File: src/hw/pemls_pkg.sv
package pemls_pkg;

  // ********************************************************************
  // Register map
  // ********************************************************************
  localparam logic [4:0] EVENT_MASK_ADDR = 5'h16;
  localparam logic [4:0] LINK_STATUS_ADDR = 5'h17;
  localparam logic [15:0] EVENT_MASK_RST = 16'h8000;
  localparam logic [15:0] REG_RST = 16'h0000;

  // ********************************************************************
  // Event latch positions
  // ********************************************************************
  localparam int EVT_LINK_LOSS = 10;
  localparam int EVT_LINK_GAIN = 9;
  localparam int EVT_SYMBOL_ERROR_EVENT = 8;
  localparam int EVT_QUAL_WARN = 6;
  localparam logic [15:0] EVT_LINK_GROUP = 16'h0740;
  localparam logic [15:0] EVT_EXT_SRC = 16'hC8AF;

  // ********************************************************************
  // Status word fields
  // ********************************************************************
  localparam int ST_LINK_OK = 15;
  localparam int ST_TX_MODE_HI = 14;
  localparam int ST_TX_MODE_LO = 13;
  localparam int ST_LOC_OK = 12;
  localparam int ST_REM_OK = 11;
  localparam int ST_LOCK = 10;
  localparam int ST_SSD = 9;
  localparam int ST_ESD = 8;
  localparam int ST_SQI_HI = 7;
  localparam int ST_SQI_LO = 5;
  localparam int ST_RX_ERR = 4;
  localparam int ST_TX_ERR = 3;
  localparam int ST_PORT_HI = 2;
  localparam int ST_LATCH_LO = 3;

  // ********************************************************************
  // Serial management frame
  // ********************************************************************
  localparam logic [1:0] SMI_OP_READ = 2'b10;
  localparam logic [1:0] SMI_OP_WRITE = 2'b01;
  localparam logic [5:0] SMI_PRE_LEN = 6'h20;
  localparam logic [3:0] SMI_HDR_LAST = 4'hB;
  localparam logic [3:0] SMI_DATA_LAST = 4'hF;

  typedef enum logic [2:0] {
    SM_IDLE = 3'b000,
    SM_START = 3'b001,
    SM_HDR = 3'b011,
    SM_TA = 3'b010,
    SM_DATA = 3'b110
  } pemls_smi_state_e;

endpackage

File: src/hw/pemls_reg_if.sv
`timescale 1ns/10ps
interface pemls_reg_if;
  logic [4:0] addr;
  logic [15:0] wdata;
  logic [15:0] rdata;
  logic wr;
  logic rd;
  modport master(output addr, output wdata, output wr, output rd, input rdata);
  modport target(input addr, input wdata, input wr, input rd, output rdata);
endinterface

File: src/hw/pemls_smi_frame.sv
`timescale 1ns/10ps
module pemls_smi_frame
  import pemls_pkg::*;
#(
  parameter logic [4:0] PHY_ADDR = 5'h00
)
(
  // Clock and reset.
  input wire logic mclk_i,
  input wire logic arst_n_i,
  // Serial management pins.
  input wire logic mdc_i,
  input wire logic mdio_i,
  output logic mdio_o,
  output logic mdio_oe_o,
  // Register access.
  pemls_reg_if.master reg_bus
);

  // ********************************************************************
  // Pin synchronisers
  // ********************************************************************
  logic mdc_s1_r, mdc_s2_r, mdc_s3_r, mdio_s1_r, mdio_s2_r;
  logic rise;
  logic bit_in;

  always_ff @(posedge mclk_i or negedge arst_n_i)
  begin
    if (!arst_n_i)
    begin
      mdc_s1_r <= 1'b0;
      mdc_s2_r <= 1'b0;
      mdc_s3_r <= 1'b0;
      mdio_s1_r <= 1'b1;
      mdio_s2_r <= 1'b1;
    end
    else
    begin
      mdc_s1_r <= mdc_i;
      mdc_s2_r <= mdc_s1_r;
      mdc_s3_r <= mdc_s2_r;
      mdio_s1_r <= mdio_i;
      mdio_s2_r <= mdio_s1_r;
    end
  end

  assign rise = mdc_s2_r & ~mdc_s3_r;
  assign bit_in = mdio_s2_r;

  // ********************************************************************
  // Frame engine
  // ********************************************************************
  pemls_smi_state_e st_r, st_nxt;
  logic [5:0] pre_r, pre_nxt;
  logic [3:0] cnt_r, cnt_nxt;
  logic [11:0] hdr_r, hdr_nxt;
  logic [15:0] sh_r, sh_nxt;
  logic isrd_r, isrd_nxt, rd_r, rd_nxt, wr_r, wr_nxt;
  logic out_r, out_nxt, oe_r, oe_nxt;

  always_comb
  begin
    st_nxt = st_r;
    pre_nxt = pre_r;
    cnt_nxt = cnt_r;
    hdr_nxt = hdr_r;
    sh_nxt = sh_r;
    isrd_nxt = isrd_r;
    rd_nxt = 1'b0;
    wr_nxt = 1'b0;
    out_nxt = out_r;
    oe_nxt = oe_r;
    // Read data is captured one cycle after the header, before any later MDC edge.
    if (rd_r)
      sh_nxt = reg_bus.rdata;
    if (rise)
    begin
      case (st_r)
        SM_IDLE:
        begin
          if (bit_in)
          begin
            if (pre_r != SMI_PRE_LEN)
              pre_nxt = pre_r + 6'h01;
          end
          else
          begin
            if (pre_r == SMI_PRE_LEN)
              st_nxt = SM_START;
            pre_nxt = '0;
          end
        end
        SM_START:
        begin
          st_nxt = bit_in ? SM_HDR : SM_IDLE;
          cnt_nxt = '0;
        end
        SM_HDR:
        begin
          hdr_nxt = {hdr_r[10:0], bit_in};
          cnt_nxt = cnt_r + 4'h1;
          if (cnt_r == SMI_HDR_LAST)
          begin
            cnt_nxt = '0;
            st_nxt = SM_IDLE;
            if (hdr_nxt[9:5] == PHY_ADDR &&
                (hdr_nxt[11:10] == SMI_OP_READ || hdr_nxt[11:10] == SMI_OP_WRITE))
            begin
              st_nxt = SM_TA;
              isrd_nxt = (hdr_nxt[11:10] == SMI_OP_READ);
              rd_nxt = isrd_nxt;
            end
          end
        end
        SM_TA:
        begin
          cnt_nxt = cnt_r + 4'h1;
          if (cnt_r == 4'h0)
          begin
            oe_nxt = isrd_r;
            out_nxt = 1'b0;
          end
          else
          begin
            st_nxt = SM_DATA;
            cnt_nxt = '0;
            if (isrd_r)
            begin
              out_nxt = sh_r[15];
              sh_nxt = {sh_r[14:0], 1'b0};
            end
          end
        end
        SM_DATA:
        begin
          cnt_nxt = cnt_r + 4'h1;
          if (isrd_r)
          begin
            out_nxt = sh_r[15];
            sh_nxt = {sh_r[14:0], 1'b0};
            if (cnt_r == SMI_DATA_LAST)
            begin
              oe_nxt = 1'b0;
              out_nxt = 1'b0;
              st_nxt = SM_IDLE;
            end
          end
          else
          begin
            sh_nxt = {sh_r[14:0], bit_in};
            if (cnt_r == SMI_DATA_LAST)
            begin
              wr_nxt = 1'b1;
              st_nxt = SM_IDLE;
            end
          end
        end
        default:
          st_nxt = SM_IDLE;
      endcase
    end
  end

  always_ff @(posedge mclk_i or negedge arst_n_i)
  begin
    if (!arst_n_i)
    begin
      st_r <= SM_IDLE;
      pre_r <= '0;
      cnt_r <= '0;
      hdr_r <= '0;
      sh_r <= '0;
      isrd_r <= 1'b0;
      rd_r <= 1'b0;
      wr_r <= 1'b0;
      out_r <= 1'b0;
      oe_r <= 1'b0;
    end
    else
    begin
      st_r <= st_nxt;
      pre_r <= pre_nxt;
      cnt_r <= cnt_nxt;
      hdr_r <= hdr_nxt;
      sh_r <= sh_nxt;
      isrd_r <= isrd_nxt;
      rd_r <= rd_nxt;
      wr_r <= wr_nxt;
      out_r <= out_nxt;
      oe_r <= oe_nxt;
    end
  end

  assign reg_bus.addr = hdr_r[4:0];
  assign reg_bus.wdata = sh_r;
  assign reg_bus.rd = rd_r;
  assign reg_bus.wr = wr_r;
  assign mdio_o = out_r;
  assign mdio_oe_o = oe_r;

endmodule

File: src/hw/pemls_top.sv
`timescale 1ns/10ps
// Notes on behaviour
// - Event mask read/write, only bit 15 set.
// - Status bits 2:0 report port state.
// - Status bits 14:13 report transmitter state.
// - Local receiver OK bit latches low.
// - Far receiver OK bit latches low.
// - Start delimiter error latches high until read.
// - End delimiter error latches high until read.
// - Status bits 7:5 report signal quality class.
// - Receive error latches high until read.
// - Transmit error latches high until read.
// - Link control off zeroes all but state.
// - Link loss and gain events latch.
// - Quality warning latches below limit with link.
// - Sleep or undervoltage clears link event group.
module pemls_top
  import pemls_pkg::*;
#(
  parameter logic [4:0] PHY_ADDR = 5'h00
)
(
  // Clock and reset.
  input wire logic mclk_i,
  input wire logic arst_n_i,
  // Serial management pins.
  input wire logic mdc_i,
  input wire logic mdio_i,
  output logic mdio_o,
  output logic mdio_oe_o,
  // Link state from the port logic.
  input wire logic link_control_i,
  input wire logic link_up_i,
  input wire logic [1:0] tx_mode_i,
  input wire logic local_receiver_ok_i,
  input wire logic far_receiver_ok_i,
  input wire logic descrambler_lock_i,
  input wire logic start_delimiter_error_i,
  input wire logic end_delimiter_error_i,
  input wire logic [2:0] signal_quality_class_i,
  input wire logic receive_error_i,
  input wire logic transmit_error_i,
  input wire logic [2:0] port_state_code_i,
  // Event sources and event latch control.
  input wire logic [15:0] event_src_i,
  input wire logic symbol_error_event_i,
  input wire logic [2:0] quality_warn_limit_i,
  input wire logic sleep_request_i,
  input wire logic undervoltage_standby_i,
  input wire logic event_clear_i,
  // Interrupt indication.
  output logic irq_pending_o
);

  pemls_reg_if reg_bus();

  pemls_smi_frame #(
    .PHY_ADDR(PHY_ADDR)
  ) u_frame (
    .mclk_i(mclk_i),
    .arst_n_i(arst_n_i),
    .mdc_i(mdc_i),
    .mdio_i(mdio_i),
    .mdio_o(mdio_o),
    .mdio_oe_o(mdio_oe_o),
    .reg_bus(reg_bus)
  );

  // ********************************************************************
  // Event mask and event latches
  // ********************************************************************
  logic [15:0] mask_r, mask_nxt, evt_r, evt_nxt, evt_set;
  logic irq_r, irq_nxt, link_ok, link_ok_d_r, mask_wr_seen_r, mask_wr_seen_nxt;

  assign link_ok = link_control_i & link_up_i;

  always_comb
  begin
    mask_nxt = mask_r;
    mask_wr_seen_nxt = mask_wr_seen_r;
    // Reserved bits are stored as written; the master keeps them at zero.
    if (reg_bus.wr && reg_bus.addr == EVENT_MASK_ADDR)
    begin
      mask_nxt = reg_bus.wdata;
      mask_wr_seen_nxt = 1'b1;
    end
    evt_set = event_src_i & EVT_EXT_SRC;
    evt_set[EVT_LINK_LOSS] = link_ok_d_r & ~link_ok;
    evt_set[EVT_LINK_GAIN] = ~link_ok_d_r & link_ok;
    evt_set[EVT_SYMBOL_ERROR_EVENT] = symbol_error_event_i;
    evt_set[EVT_QUAL_WARN] = link_ok & (signal_quality_class_i < quality_warn_limit_i);
    evt_nxt = evt_r;
    if (event_clear_i)
      evt_nxt = '0;
    if (sleep_request_i || undervoltage_standby_i)
      evt_nxt = evt_nxt & ~EVT_LINK_GROUP;
    // A new event wins over any clear in the same cycle.
    evt_nxt = evt_nxt | evt_set;
    irq_nxt = |(evt_nxt & mask_nxt);
  end

  always_ff @(posedge mclk_i or negedge arst_n_i)
  begin
    if (!arst_n_i)
    begin
      mask_r <= EVENT_MASK_RST;
      mask_wr_seen_r <= 1'b0;
      evt_r <= REG_RST;
      irq_r <= 1'b0;
      link_ok_d_r <= 1'b0;
    end
    else
    begin
      mask_r <= mask_nxt;
      mask_wr_seen_r <= mask_wr_seen_nxt;
      evt_r <= evt_nxt;
      irq_r <= irq_nxt;
      link_ok_d_r <= link_ok;
    end
  end

  assign irq_pending_o = irq_r;

  // ********************************************************************
  // Communication status word
  // ********************************************************************
  logic rd_clr;
  logic loc_r, loc_nxt, rem_r, rem_nxt, ssd_r, ssd_nxt, esd_r, esd_nxt;
  logic rxe_r, rxe_nxt, txe_r, txe_nxt;
  logic [15:0] stat_word;

  assign rd_clr = reg_bus.rd && reg_bus.addr == LINK_STATUS_ADDR;

  always_comb
  begin
    // Latch-low bits reload the live level on a read, so a read shows the drop once.
    loc_nxt = rd_clr ? local_receiver_ok_i : (loc_r & local_receiver_ok_i);
    rem_nxt = rd_clr ? far_receiver_ok_i : (rem_r & far_receiver_ok_i);
    ssd_nxt = (ssd_r & ~rd_clr) | start_delimiter_error_i;
    esd_nxt = (esd_r & ~rd_clr) | end_delimiter_error_i;
    rxe_nxt = (rxe_r & ~rd_clr) | receive_error_i;
    txe_nxt = (txe_r & ~rd_clr) | transmit_error_i;
    if (!link_control_i)
    begin
      loc_nxt = 1'b0;
      rem_nxt = 1'b0;
      ssd_nxt = 1'b0;
      esd_nxt = 1'b0;
      rxe_nxt = 1'b0;
      txe_nxt = 1'b0;
    end
  end

  always_ff @(posedge mclk_i or negedge arst_n_i)
  begin
    if (!arst_n_i)
    begin
      loc_r <= 1'b0;
      rem_r <= 1'b0;
      ssd_r <= 1'b0;
      esd_r <= 1'b0;
      rxe_r <= 1'b0;
      txe_r <= 1'b0;
    end
    else
    begin
      loc_r <= loc_nxt;
      rem_r <= rem_nxt;
      ssd_r <= ssd_nxt;
      esd_r <= esd_nxt;
      rxe_r <= rxe_nxt;
      txe_r <= txe_nxt;
    end
  end

  always_comb
  begin
    stat_word = REG_RST;
    stat_word[ST_PORT_HI:0] = port_state_code_i;
    if (link_control_i)
    begin
      stat_word[ST_LINK_OK] = link_up_i;
      stat_word[ST_TX_MODE_HI:ST_TX_MODE_LO] = tx_mode_i;
      stat_word[ST_LOC_OK] = loc_r;
      stat_word[ST_REM_OK] = rem_r;
      stat_word[ST_LOCK] = descrambler_lock_i;
      stat_word[ST_SSD] = ssd_r;
      stat_word[ST_ESD] = esd_r;
      stat_word[ST_SQI_HI:ST_SQI_LO] = signal_quality_class_i;
      stat_word[ST_RX_ERR] = rxe_r;
      stat_word[ST_TX_ERR] = txe_r;
    end
  end

  always_comb
  begin
    case (reg_bus.addr)
      EVENT_MASK_ADDR: reg_bus.rdata = mask_r;
      LINK_STATUS_ADDR: reg_bus.rdata = stat_word;
      default: reg_bus.rdata = REG_RST;
    endcase
  end

  // ********************************************************************
  // Checks
  // ********************************************************************
  AST_MASK_RESET: assert property (@(posedge mclk_i) disable iff (!arst_n_i)
    !mask_wr_seen_r |-> mask_r == EVENT_MASK_RST)
    else $error("Event mask left its reset value without a write.");

  AST_PORT_STATE: assert property (@(posedge mclk_i) disable iff (!arst_n_i)
    rd_clr |-> reg_bus.rdata[ST_PORT_HI:0] == port_state_code_i)
    else $error("Port state field does not follow the port.");

  AST_TX_MODE: assert property (@(posedge mclk_i) disable iff (!arst_n_i)
    (rd_clr && link_control_i) |-> reg_bus.rdata[ST_TX_MODE_HI:ST_TX_MODE_LO] == tx_mode_i)
    else $error("Transmitter state field is wrong.");

  AST_LOC_LATCH_LOW: assert property (@(posedge mclk_i) disable iff (!arst_n_i)
    (!local_receiver_ok_i && !rd_clr) ##1 (!rd_clr)[*2] |-> !stat_word[ST_LOC_OK])
    else $error("Local receiver drop was not held.");

  AST_REM_LATCH_LOW: assert property (@(posedge mclk_i) disable iff (!arst_n_i)
    $fell(far_receiver_ok_i) |=> !stat_word[ST_REM_OK])
    else $error("Far receiver drop was not held.");

  AST_SSD_HOLD: assert property (@(posedge mclk_i) disable iff (!arst_n_i)
    (start_delimiter_error_i && link_control_i) ##1 (link_control_i && !rd_clr)[*3]
      |-> stat_word[ST_SSD])
    else $error("Start delimiter error not held until read.");

  AST_ESD_SET: assert property (@(posedge mclk_i) disable iff (!arst_n_i)
    (end_delimiter_error_i && link_control_i) |=> link_control_i |-> stat_word[ST_ESD])
    else $error("End delimiter error not latched.");

  AST_RX_ERR_CLR: assert property (@(posedge mclk_i) disable iff (!arst_n_i)
    (rd_clr && !receive_error_i) |=> !stat_word[ST_RX_ERR])
    else $error("Receive error not cleared by a read.");

  AST_TX_ERR_SET: assert property (@(posedge mclk_i) disable iff (!arst_n_i)
    (transmit_error_i && link_control_i) |=> (!link_control_i || txe_r))
    else $error("Transmit error not latched.");

  AST_LINK_CTRL_OFF: assert property (@(posedge mclk_i) disable iff (!arst_n_i)
    (!link_control_i)[*2] |-> stat_word[15:ST_LATCH_LO] == 13'h0000)
    else $error("Status fields not zero with link control off.");

  AST_LINK_EDGE: assert property (@(posedge mclk_i) disable iff (!arst_n_i)
    $fell(link_ok) |=> evt_r[EVT_LINK_LOSS] && $past(link_ok_d_r))
    else $error("Link loss event not latched.");

  AST_IRQ: assert property (@(posedge mclk_i) disable iff (!arst_n_i)
    (evt_set[15] && mask_nxt[15]) |=> irq_pending_o)
    else $error("Enabled event did not raise the interrupt.");

endmodule

File: config.mk
export PLATFORM = sky130hd
export DESIGN_NAME = pemls_top
export DESIGN_NICKNAME = d
export VERILOG_FILES = /design/src/hw/pemls_pkg.sv /design/src/hw/pemls_reg_if.sv /design/src/hw/pemls_smi_frame.sv /design/src/hw/pemls_top.sv
export SDC_FILE = /design/constraint.sdc
export NUM_CORES = 1
export LEC_CHECK = 0
export ABC_CLOCK_PERIOD_IN_PS = 5000
export BUFFER_PORTS_ARGS = -buffer_cell sky130_fd_sc_hd__buf_4
export CORE_AREA = 2 2 85 87
export DETAILED_ROUTE_END_ITERATION = 8
export DIE_AREA = 0 0 87 89
export HOLD_SLACK_MARGIN = 0.08
export PLACE_DENSITY = 0.81
export SYNTH_ARGS = -nofsm -noshare
export SYNTH_HDL_FRONTEND = slang
export SYNTH_SLANG_ARGS = --single-unit
File: constraint.sdc
create_clock -name mclk_i -period 5 [get_ports mclk_i]
set_input_delay 1.5 -clock mclk_i [delete_from_list [all_inputs] [get_ports mclk_i]]
set_output_delay 1.5 -clock mclk_i [all_outputs]
set_load 0.005 [all_outputs]
Word level (Yosys, flattened, before mapping) --
Index checks and enable logic that the tools add are counted.
Word-level totals: bits in registers 90, bits in latches 0, memory bits (writable) 0, memory bits (read-only) 0, input bits 44, output and inout port bits 3, word-level logic and storage cells 137, memories 0
Operators by class: $add $sub $neg 2, multipliers 0, div/mod/pow operators 0, $lt $le $gt $ge 1, equality and inequality tests 21, shift-type cells 0, muxes and demuxes 49, bitwise gates (word level) 21, reduce and logical (&&, ||, !) cells 18
Operator list (number):
- two-way mux 16 bit | 6
- case mux 16 bit (2 select lines) | 2
- two-way mux 1 bit | 24
- AND 16 bit | 1
- OR 16 bit | 1
- case mux 4 bit (4 select lines) | 1
- OR reduction 16 bit | 1
- two-way mux 3 bit | 5
- case mux 3 bit (5 select lines) | 1
- two-way mux 13 bit | 1
- two-way mux 6 bit | 2
- AND 1 bit | 11
- two-way mux 11 bit | 1
- equality test 5 bit (second input constant) | 2
- != test 2 x 1 -> 1 bit (second input constant) | 5
- equality test 4 bit (second input constant) | 2
- two-way mux 4 bit | 2
- AND reduction 4 bit | 2
- adder 6 x 1 -> 6 bit (second input constant) | 1
- equality test 3 x 2 -> 1 bit (second input constant) | 2
- equality test 6 bit (second input constant) | 1
- != test 2 bit (second input constant) | 3
- != test 6 bit (second input constant) | 1
- AND reduction 6 bit | 1
- other kinds (21) | 33

Logic depth before layout (Yosys ltp) --
Gate-level depths: netlist of run 1.
depth after elaboration 7, mapped depth 8, depth with buffers taken out 8

Hierarchy --
A second synthesis of run 1 with hierarchy kept.
Second synthesis, totals: cells, all modules 387, area, all modules 4388.0 µm²
Modules (own cells, without submodules):
- pemls_smi_frame | instances 1, cells each 218, area each 2501.1 µm², seq. area each 1253.7 µm²
- pemls_top | instances 1, cells each 169, area each 1886.8 µm², seq. area each 1002.2 µm²

Least setup slack after synthesis of run 1 --
OpenSTA, ideal clock, no wires.
path kind input -> register, from input port event_clear_i, to register irq_r, in the netlist irq_pending_o, library setup time 135 ps, data arrival time 2464 ps, required time 4865 ps, path slack 2401 ps, cell stages on the path 7, path buffers 1, cells stage by stage inv_1 buf_2 a21o_1 a222oi_1 mux2i_1 a21oi_1 nand4_1
On the way: cells in the longest elaborated chain, start to end 5
Ends and longest elaborated chain:
- start, declared | line pemls_top.sv:50 | input wire logic event_clear_i,
- two-way mux 16 bit | line pemls_top.sv:93 | if (event_clear_i)
- two-way mux 11 bit | line pemls_top.sv:95 | if (sleep_request_i || undervoltage_standby_i)
- OR 16 bit | line pemls_top.sv:98 | evt_nxt = evt_nxt | evt_set;
- via evt_nxt[7] | line pemls_top.sv:72 | logic [15:0] mask_r, mask_nxt, evt_r, evt_nxt, evt_set;
- AND 16 bit | line pemls_top.sv:99 | irq_nxt = |(evt_nxt & mask_nxt);
- OR reduction 16 bit | line pemls_top.sv:99
- via irq_nxt | line pemls_top.sv:73 | logic irq_r, irq_nxt, link_ok, link_ok_d_r, mask_wr_seen_r, mask_wr_seen_nxt;
- end signal, assigned | line pemls_top.sv:117 | irq_r <= irq_nxt;
- end, declared | line pemls_top.sv:73
The timed path passes the listed nets, and every way through them passes these cells. A chain may end at the register's enable or synchronous reset.

Worst setup path in the final report of run 1 --
from input port event_clear_i, to register irq_r, in the netlist irq_pending_o
On the way: elaborated cells between the ends (all ways) 5, those cells by class 2 x mux; 2 x bitwise; 1 x reduce/logical
RTL lines (line):
- two-way mux 16 bit | pemls_top.sv:93
- OR 16 bit | pemls_top.sv:98
- via evt_nxt[15] | pemls_top.sv:72
- AND 16 bit | pemls_top.sv:99
- OR reduction 16 bit | pemls_top.sv:99
- via irq_nxt | pemls_top.sv:73
The timed path passes the listed nets, and every way through them passes these cells.

==> metrics list, run 1 <==
- In the synthesized netlist, mux cells make up under 10% of the area.
- Counting every net in the synthesized netlist gives 410.
* Power per Cell Area: approximately 300 nW/um^2
- Flip-flop and latch count after synthesis: 90
- Once detail routing completed, the nets flagged for antenna violations numbered 0.
* CP Capture Type: register
* Number of nets in the layout: 447
- Number of vias in the routed layout: around 3k
- Clock-pin slew of the registers on the worst-case setup and hold paths: roughly 0.090 ns
- Remaining design rule violation count: 0
* Count of input and output buffers: 39
- Number of buffers created by CTS: 9
- TritonCTS clock tree: yes
* Adder and majority cell fraction of the synthesized area: 2.14%
- Mean post-synth cell area: between 10 and 15 sq um
* Clock root buffer: clkbuf_8
* Remaining Overflow, GRT: 0
- Number of fill cells in the layout: 529
- Post-synthesis instance area: 4100 sq um
* P_leak: about 2.2 nW
- Number of warnings printed during yosys synthesis: 0
- Final weighted congestion in routability-driven placement: 0.887
- Relative to the synthesized area, the layout overhead comes to 12.9%.
- Fraction of layout instances using a drive strength above 1: a little under a quarter
- Final Cycle Share: approximately 53%
* Number of buffers on the longest clock path: 2
* Dominant combinational cell family by area after synthesis: compound AO/OA/AOI/OAI gates
- Post-CTS sizing: 0
* Most common flop cell mapped by yosys: dfrtp_1
- For this run, the total global-route usage over all layers was measured as 23.6%.
* Worst IR Drop VDD: 205 uV
* Compound-gate portion of the synthesized area: 17.7%
- Core Box Area: 6720 sq um
* Accumulated negative setup slack: 0 ns
- Number of library cell types mapped by synthesis: 50
* Achievable frequency: 0.378 GHz
- Ys async rst share: 100%
* I/O pin cnt: 47
* Number of setup violations in the final report: 0
* Count of hold buffers inserted by post-cts repair: 0
- Sink Count: 90
- The initialized floorplan defines 30 standard-cell rows.
- Setup repair after global routing missed its margin: no
- Final Hold Violating Endpoints: 0
- Setup Skew: roughly 0.011 ns
- Routed wire per std cell: roughly 17 um
* Number of enable flip-flop cells after synthesis: 0
- Post-CTS Setup Repair Bufs: 0
* Seq/Total Area, Yosys: 55.1%
* Largest fanout of any net on the critical path: 11
- Detailed-routing iteration count for the pre-antenna-repair pass: 5
* Detailed Place HPWL: between 5000 and 6000 um
- Detailed Route WL: 8340 um
* Number of DRC violations after detailed-routing iteration 0: 253
- Number of global-route vias before repair: 2,983
- Transition at the pin with the smallest max-transition slack: 1.12 ns
- Die area: between 7000 and 8000 sq um
* Die outline width: 87 um
- The path class of the tightest hold or removal check is reg2reg.
* Maximum Capacitance Violations: 0
* Synth Area in Simple Gates: 12.8%
* Final Core Density: 68.8%
- H-tree levels: 3
- Number of antenna violations at the first check in global routing: 0
* Result of the run: finished, final reports clean
* Type of the worst setup path: in2reg
* Xor and xnor area share after synthesis: 0%
- For this configuration, the core starts out at a cell density of about three fifths.
* Insertion delay of the later-clocked pin in the worst-skew pair: 0.36 ns
* Number of antenna repair diodes: 0
* Shortest period the worst path allows: 2.65 ns
- Worst rel slew slack: 25.7%
- Entering global routing, the biggest net connects 91 pins.
- Die Ht: 89 um
* Post-Route Hold Slack: roughly 0.36 ns
* Global-route wire length before repair: 14,000 um
- Kind of start point of the critical path: input port
- Signal arrival time at the worst endpoint: 2.88 ns
* Gate Count Post-Synth: approximately 360
- Dividing the detail-routed via count by the number of cells gives 6.11.
* Data required time of the critical path: about 5.2 ns
- Final total power: 1.38 mW
* Number of pins with negative max-slew slack in the final report: 0
-- critical path, stage by stage --
cell and delay [ns]:
buf_4 0.11, inv_1 0.20, a21o_1 0.26, a22o_1 0.18, a211o_1 0.27, a22oi_1 0.21, nand4_1 0.15
-- where the power goes --
group          switching, mW  internal [mW]
Clock                  0.265          0.251
Combinational         0.0460         0.0460
Sequential            0.0221          0.751
-- flip-flops by register name (all words and copies together) (netlist names), 3 cells and up --
register / flops
u_frame.reg_bus.wdata: 16
u_frame.hdr_r: 11
mask_r: 16
u_frame.st_r: 3
u_frame.cnt_r: 4
evt_r: 16
u_frame.pre_r: 6
-- per-stage QoR --
stage	instances	area [sq um]	worst slack [ns]
global placement	465	4410	2.01
finish	481	4620	2.35
global route	481	4620	2.30
CTS	481	4620	2.35
floorplan	359	4100	2.40
detailed placement	465	4410	1.96
-- cells by family after synthesis --
kind of cell | after synthesis
compound gates | 101
simple gates | 98
buf+inv | 31
mux | 32
fa+ha+maj | 7
flops | 90
-- placed cells by master (no fill, tap or decap), types with 3 or more instances in the layout --
master,instances
nor2_1,24
a22o_1,13
dfstp_2,3
and3_1,3
o21ai_0,14
a222oi_1,14
buf_4,40
mux2_2,26
ha_1,7
a21o_1,15
mux2i_1,5
nor3_1,8
nand2_1,25
dfrtp_1,87
nand3_1,8
nor2b_1,10
nor4_1,3
a21oi_1,26
inv_1,15
clkbuf_8,10
o31ai_1,3
nand2b_1,3
a22oi_1,4
-- synth_stat cells, types with 8 or more instances --
library cell / n / share of area [%]
dfrtp_1: 87 / 53
a21oi_1: 26 / 3.2
mux2_2: 26 / 7.1
nand2_1: 25 / 2.3
nor2_1: 24 / 2.2
a21o_1: 15 / 2.7
inv_1: 15 / 1.4
a222oi_1: 14 / 3.4
o21ai_0: 14 / 1.7
a22o_1: 13 / 2.8
nor2b_1: 10 / 1.5
nand3_1: 8 / 0.98
nor3_1: 8 / 0.98
-- routing by layer --
metal / GRT usage [%] / wire [um] / vias to the layer above
li1: - / - / 1402
met1: 30.0 / 3550 / 1455
met2: 40.6 / 4330 / 75
met3: 4.52 / 369 / 8
met4: 8.52 / 95 / 0
met5: 0 / 0 / -
-- cell type report --
class / count / area (sq um) / area share [%]
clock buffers: 10 / 138 / 2.98
flip-flops and latches: 90 / 2260 / 48.8
well taps: 80 / 100 / 2.17
clock inverters: 6 / 71.3 / 1.54
repair buffers: 40 / 300 / 6.50
multi-input cells: 238 / 1690 / 36.6
inverters: 17 / 63.8 / 1.38
-- worst paths after layout --
check                      depth (start not counted)         startpoint  slack, ns                to
max                                                7      event_clear_i       2.35     irq_pending_o
min                                                0  u_frame.mdio_s1_r       0.36    u_frame.bit_in
max reg2reg                                        6   u_frame.hdr_r[3]       2.64     irq_pending_o
min reg2reg                                        0  u_frame.mdio_s1_r       0.36    u_frame.bit_in
max in group asynchronous                          1           arst_n_i       2.95  u_frame.mdc_s3_r
min in group asynchronous                          1           arst_n_i       1.35          evt_r[0]
Power figures use the tool's default switching activity.
==> inputs of run 2 (changes only) <==
--- a/config.mk
+++ b/config.mk
@@ -5,13 +5,13 @@
 export SDC_FILE = /design/constraint.sdc
 export NUM_CORES = 1
 export LEC_CHECK = 0
-export ABC_CLOCK_PERIOD_IN_PS = 5000
+export ABC_CLOCK_PERIOD_IN_PS = 2300
 export BUFFER_PORTS_ARGS = -buffer_cell sky130_fd_sc_hd__buf_4
-export CORE_AREA = 2 2 85 87
+export CORE_AREA = 2 2 92 94
 export DETAILED_ROUTE_END_ITERATION = 8
-export DIE_AREA = 0 0 87 89
+export DIE_AREA = 0 0 94 96
 export HOLD_SLACK_MARGIN = 0.08
-export PLACE_DENSITY = 0.81
+export PLACE_DENSITY = 0.73
 export SYNTH_ARGS = -nofsm -noshare
 export SYNTH_HDL_FRONTEND = slang
 export SYNTH_SLANG_ARGS = --single-unit
==> constraint.sdc (replaced) <==
create_clock -name mclk_i -period 2.3 [get_ports mclk_i]
set_input_delay 0.69 -clock mclk_i [delete_from_list [all_inputs] [get_ports mclk_i]]
set_output_delay 0.69 -clock mclk_i [all_outputs]
set_load 0.005 [all_outputs]
==> metrics list, run 2 (synthesized netlist as in run 1, its figures left out) <==
- Counting the fill cells in the layout gives 676.
* Largest net degree at the start of global routing: 59
* Kind of start point of the critical path: register
- For this run, design rule violations remaining after detail routing come to 0.
- Internal cell power: 2.30 mW
- Net switching power figure: around 710 uW
- Counting every sink on the clock net gives 90.
- Detailed-routing iteration count for the pre-antenna-repair pass: 6
- Between clock sinks in the finished design, the worst skew comes to 0.0120 ns.
- Routed Antenna Nets: 0
- Switching Share: 23.6%
* Detailed Route WL: 8620 um
- STA classifies the critical path endpoint as a register.
- Number of buffers created by CTS: 9
- Commonest non-fill, non-tap cells in the layout: dfrtp_1 (87), buf_4 (46), a21oi_1 (26), mux2_2 (26), nand2_1 (25)
- Worst rel slew slack: 42.0%
- Cell chain of the critical path: nand4b_4 > nor3b_4 > buf_12 > mux2_2 > a22oi_1 > and3b_1 > nand4_1
* Count of input and output buffers: 39
- Result of the run: finished, final reports clean
- Worst hold-check path type: in2async
* Shortest period the worst path allows: 1.99 ns
* Remaining Overflow, GRT: 0
- Leaving out fill and tap cells, the most frequent cell in the layout is dfrtp_1.
- Combinational Power Share: 6.9%
- Detailed Place HPWL: between 6000 and 7000 um
* P_leak: 2.21 nW
- Setup violations remaining at the end of the flow were counted as 0.
* Final Cycle Share: 86.7%
* Accumulated negative setup slack: 0 ns
- The worst setup path is of the reg2reg kind.
- Largest fanout of any net on the critical path: 12
- The tool flagged a number of max-cap violations equal to 0.
- Data arrives at the worst endpoint at 2.23 ns.
- Post-CTS Setup Repair Bufs: 0
- Number of antenna violations at the first check in global routing: 0
- The hold violation count in the final report was 0.
- Number of vias per cell: 5.81
- Static timing analysis puts the maximum clock frequency at 0.502 GHz.
- Number of buffers on the longest clock path: 2
- Critical path's largest stage delay: between 0.4 and 0.5 ns
- The worst register-to-register path begins at u_frame.hdr_r[3].
- Number of nets in the layout: between 400 and 500
- Global-route wire length before repair: 13,900 um
- Final weighted congestion in routability-driven placement: 0.883
* Worst IR Drop VDD: 300 uV
- Summing all non-filler instances in the final layout gives an area of 4740 sq um.
- In this run the vertical extent of the chip is 96 um.
- Data required time of the critical path: 2.53 ns
- Clock root buffer: clkbuf_8
- In this run, post-CTS repair resized a total of 0 instances.
- Once placement finished, the instance area stood at 4530 sq um.
- The most critical setup path has its startpoint at u_frame.hdr_r[3].
- Number of antenna repair diodes: 0
* CP max stage cell: dfrtp_1
* Aggregate global-route resource usage: 20.0%
- Setup repair after global routing missed its margin: no
* Routed wire per std cell: 16.8 um
- Number of pins with negative max-slew slack in the final report: 0
- For this block, the via count after detailed routing is 2,988.
* Seq pwr share: 55.7%
* H-tree levels: 3
- At the pin with the least slew margin, the transition time is 0.867 ns.
- I/O pin cnt: 47
- Starting utilization of the core area: between 50% and 60%
- Clock-pin slew was measured on the worst setup and hold paths at about 0.090 ns.
- Core Box Area: 8050 sq um
- The die is 94 um wide.
* Area growth syn-to-layout: 15.8%
- Power spread over the standard cell area amounts to between 600 and 700 nW/um^2.
- Number of DRC violations after detailed-routing iteration 0: 181
- Number of global-route vias before repair: about 2.9k
* Fraction of layout instances using a drive strength above 1: 24.4%
- Die area: 9020 sq um
- Count of hold buffers inserted by post-cts repair: 0
* Clock power share: 37.4%
- Insertion delay of the later-clocked pin in the worst-skew pair: 0.36 ns
- TritonCTS clock tree: yes
- After floorplanning, the core was divided into 33 placement rows.
-- run 2: worst paths after layout --
check,to,slack [ns],depth (start not counted)
min in group mclk_i,u_frame.bit_in,0.36,0
hold / removal,evt_r[6],0.20,1
setup / recovery,irq_pending_o,0.31,7
hold reg to reg,u_frame.bit_in,0.36,0
max in group asynchronous,mask_r[15],1.46,2
setup reg to reg,irq_pending_o,0.31,7
-- run 2: layer usage --
metal  GRT usage [%]  vias to the layer above  routed length (um)  share of wire (%)
li1                -                     1420                   -                  -
met1            26.7                     1480                3800                 44
met2            33.3                       77                4270                 50
met3            2.90                       11                 398                4.6
met4            8.09                        0                 159                1.8
met5               0                        -                   0                  0
-- run 2: stage by stage --
stage / cells / power [mW] / setup WS [ns] / hold slack, ns / util [%]
global route: 514 / 3.13 / 0.144 / 0.199 / 58.9
CTS: 514 / 3.04 / 0.284 / 0.195 / 58.9
global placement: 498 / 1.91 / 0.217 / 0.340 / 56.3
floorplan: 359 / 1.80 / 0.511 / 0.331 / -
finish: 514 / 3.02 / 0.307 / 0.199 / 58.9
detailed placement: 498 / 1.92 / 0.187 / 0.337 / 56.3
-- run 2: power groups by stage --
stage / clock, mW / sequential, mW / combinational (mW)
global route: 1.21 / 1.69 / 0.236
floorplan: 0 / 1.70 / 0.102
detailed placement: 0 / 1.71 / 0.211
global placement: 0 / 1.71 / 0.205
CTS: 1.15 / 1.68 / 0.212
finish: 1.13 / 1.68 / 0.209
-- run 2: cell type report --
type / instances / area (sq um) / area share, %
flip-flops and latches: 90 / 2260 / 47.6
multi-input cells: 238 / 1690 / 35.7
repair buffers: 48 / 385 / 8.13
clock buffers: 11 / 151 / 3.19
well taps: 105 / 131 / 2.77
inverters: 17 / 63.8 / 1.35
clock inverters: 5 / 60.1 / 1.27
-- run 2: critical path, delay by kind of cell (launching register included) --
family          cells  cell delay, ns
compound gates      1            0.17
mux                 1            0.37
simple gates        4            0.74
flops               1            0.41
buf+inv             1            0.17
==> inputs of run 3 (changes only) <==
--- a/config.mk
+++ b/config.mk
@@ -5,13 +5,13 @@
 export SDC_FILE = /design/constraint.sdc
 export NUM_CORES = 1
 export LEC_CHECK = 0
-export ABC_CLOCK_PERIOD_IN_PS = 2300
+export ABC_CLOCK_PERIOD_IN_PS = 2500
 export BUFFER_PORTS_ARGS = -buffer_cell sky130_fd_sc_hd__buf_4
-export CORE_AREA = 2 2 92 94
+export CORE_AREA = 2 2 85 87
 export DETAILED_ROUTE_END_ITERATION = 8
-export DIE_AREA = 0 0 94 96
+export DIE_AREA = 0 0 87 89
 export HOLD_SLACK_MARGIN = 0.08
-export PLACE_DENSITY = 0.73
+export PLACE_DENSITY = 0.81
 export SYNTH_ARGS = -nofsm -noshare
 export SYNTH_HDL_FRONTEND = slang
 export SYNTH_SLANG_ARGS = --single-unit
==> constraint.sdc (replaced) <==
create_clock -name mclk_i -period 2.5 [get_ports mclk_i]
set_input_delay 0.75 -clock mclk_i [delete_from_list [all_inputs] [get_ports mclk_i]]
set_output_delay 0.75 -clock mclk_i [all_outputs]
set_load 0.005 [all_outputs]
==> metrics list, run 3 (synthesized netlist as in run 1, its figures left out) <==
- The floorplan step set the die height to between 80 and 90 um.
* Largest net degree at the start of global routing: 51
- After detailed routing, the total wire length is 8300 um.
- The clock drives 90 sinks.
* Number of nets in the layout: 454
- Routed wire per std cell: 17.0 um
- Number of antenna repair diodes: 0
- Result of the run: finished, final reports clean
- No sink is reached through more buffers than the 2 on the longest clock path.
* Area growth syn-to-layout: 14.1%
- Number of fill cells in the layout: ~530
* Most common cell after layout, fill and taps aside: dfrtp_1
- In this run the cell area measured after placement is 4480 sq um.
* Commonest non-fill, non-tap cells in the layout: dfrtp_1 (87), buf_4 (46), a21oi_1 (26), mux2_2 (26), nand2_1 (25)
- Starting utilization of the core area: approximately three fifths
- The first global-routing pass estimated 13,800 um of wire.
- The die covers 7740 sq um.
* Post-CTS sizing: 0
- Number of global-route vias before repair: approximately 2.9k
- Detailed routing inserted a total of 2,968 vias.
* Number of DRC violations after detailed-routing iteration 0: 217
- In the final timing run, aggregate negative setup slack is 0 ns.
- Of the available clock period, the critical path in the final layout requires 84.7%.
- Area of all placed cells without fillers: around 4700 sq um
- Routed Antenna Nets: 0
- The number of antenna violations at the first check in global routing was 0.
- In the routed design, unresolved DRC markers number 0.
* Achievable frequency: 0.472 GHz
- Power per Cell Area: 575 nW/um^2
* Core Box Area: 6720 sq um
* Number of buffers created by CTS: 9
- Insertion delay of the later-clocked pin in the worst-skew pair: between 0.3 and 0.4 ns
- Data on the critical path arrives at its endpoint at 2.37 ns.
* Worst IR Drop VDD: 346 uV
- The clock arrives with roughly 0.019 ns of skew.
- Detailed placement ended at an HPWL of just under 6000 um.
- Final Hold Violating Endpoints: 0
- Post-CTS Setup Repair Bufs: 0
- The final-report max-slew violation count is 0.
- Fraction of layout instances using a drive strength above 1: 24.3%
- Count of input and output buffers: 39
- Detailed-routing iteration count for the pre-antenna-repair pass: 5
* Data required time of the critical path: 2.75 ns
- Remaining Overflow, GRT: 0
- The floorplan step set the die width to 87 um.
- TritonCTS clock tree: yes
* Transition at the pin with the smallest max-transition slack: 0.529 ns
- STA classifies the critical path endpoint as a register.
- Number of setup violations in the final report: 0
* Worst hold-check path type: in2async
* Clock-pin slew of the registers on the worst-case setup and hold paths: ~0.11 ns
- After floorplanning, the core was divided into 30 placement rows.
- Largest fanout of any net on the critical path: 8
- Shortest period the worst path allows: 2.12 ns
* Aggregate global-route resource usage: 23.4%
* H-tree levels: 3
- Setup repair after global routing left no endpoint under its margin.
- Clock root buffer: clkbuf_8
- Routability-driven placement finished with a final weighted congestion of 0.892.
- The worst setup path is launched from a register.
- For this design the static power due to leakage is 2.19 nW.
* Number of vias per cell: between 6 and 7
- 47 I/O pins were placed.
- Worst rel slew slack: roughly 64%
- For this design, the CTS-stage hold fixing added 0 buffers.
- Across the run, the number of max-cap violations was 0.
- The critical path is of the reg2reg type.
[run 3: cell count changes in the layout (fill, tap and decap cells not counted), sizes merged]
cell    previous run  this run
buf               48        47
bufinv             1         0
clkbuf            11         9
clkinv             3         4
inv               17        19
[run 3: cell type report]
class	count	area (sq um)	area share [%]
Tap cell	80	100	2.14
Timing Repair Buffer	47	365	7.82
Clock inverter	7	70.1	1.50
Multi-Input combinational cell	238	1690	36.3
Sequential cell	90	2260	48.3
Clock buffer	9	124	2.65
Inverter	17	63.8	1.37
[run 3: worst paths after layout]
path                             startpoint               end  slack, ns  depth (start not counted)
setup / recovery           u_frame.hdr_r[3]     irq_pending_o       0.38                          6
hold / removal                     arst_n_i         mask_r[8]       0.24                          1
setup reg to reg           u_frame.hdr_r[3]     irq_pending_o       0.38                          6
hold reg to reg            u_frame.mdc_s1_r  u_frame.mdc_s2_r       0.36                          0
max in group asynchronous          arst_n_i        mask_r[15]       1.65                          2
min in group mclk_i        u_frame.mdc_s1_r  u_frame.mdc_s2_r       0.36                          0
[run 3: critical path, stage by stage, from the launching register on]
cell	delay, ns
dfrtp_1	0.42
nand4b_4	0.22
nor3b_4	0.49
mux2_2	0.41
a22oi_1	0.18
and3b_1	0.20
nand4_1	0.09
[run 3: through the flow]
stage	util [%]	hold slack [ns]	std cells	worst slack (ns)	power, mW
after global placement	66.7	0.339	472	0.283	1.75
final	69.6	0.239	488	0.382	2.69
after global routing	69.6	0.242	488	0.183	2.79
after CTS	69.6	0.234	488	0.389	2.71
after detailed placement	66.7	0.341	472	0.255	1.76
after floorplan	-	0.331	359	0.651	1.65
[run 3: report_power, final]
group | total (mW) | internal, mW | switching, mW | leakage (nW)
logic | 0.188 | 0.0964 | 0.0920 | 0.980
clock network | 0.955 | 0.386 | 0.569 | 0.0951
registers | 1.54 | 1.50 | 0.0428 | 1.12
[run 3: metal layers]
layer  vias up  wire (um)  global-route usage (%)
li1       1419          -                       -
met1      1460       3670                    29.7
met2        76       4110                    40.0
met3        13        397                    4.71
met4         0        119                    8.95
met5         -          0                       0
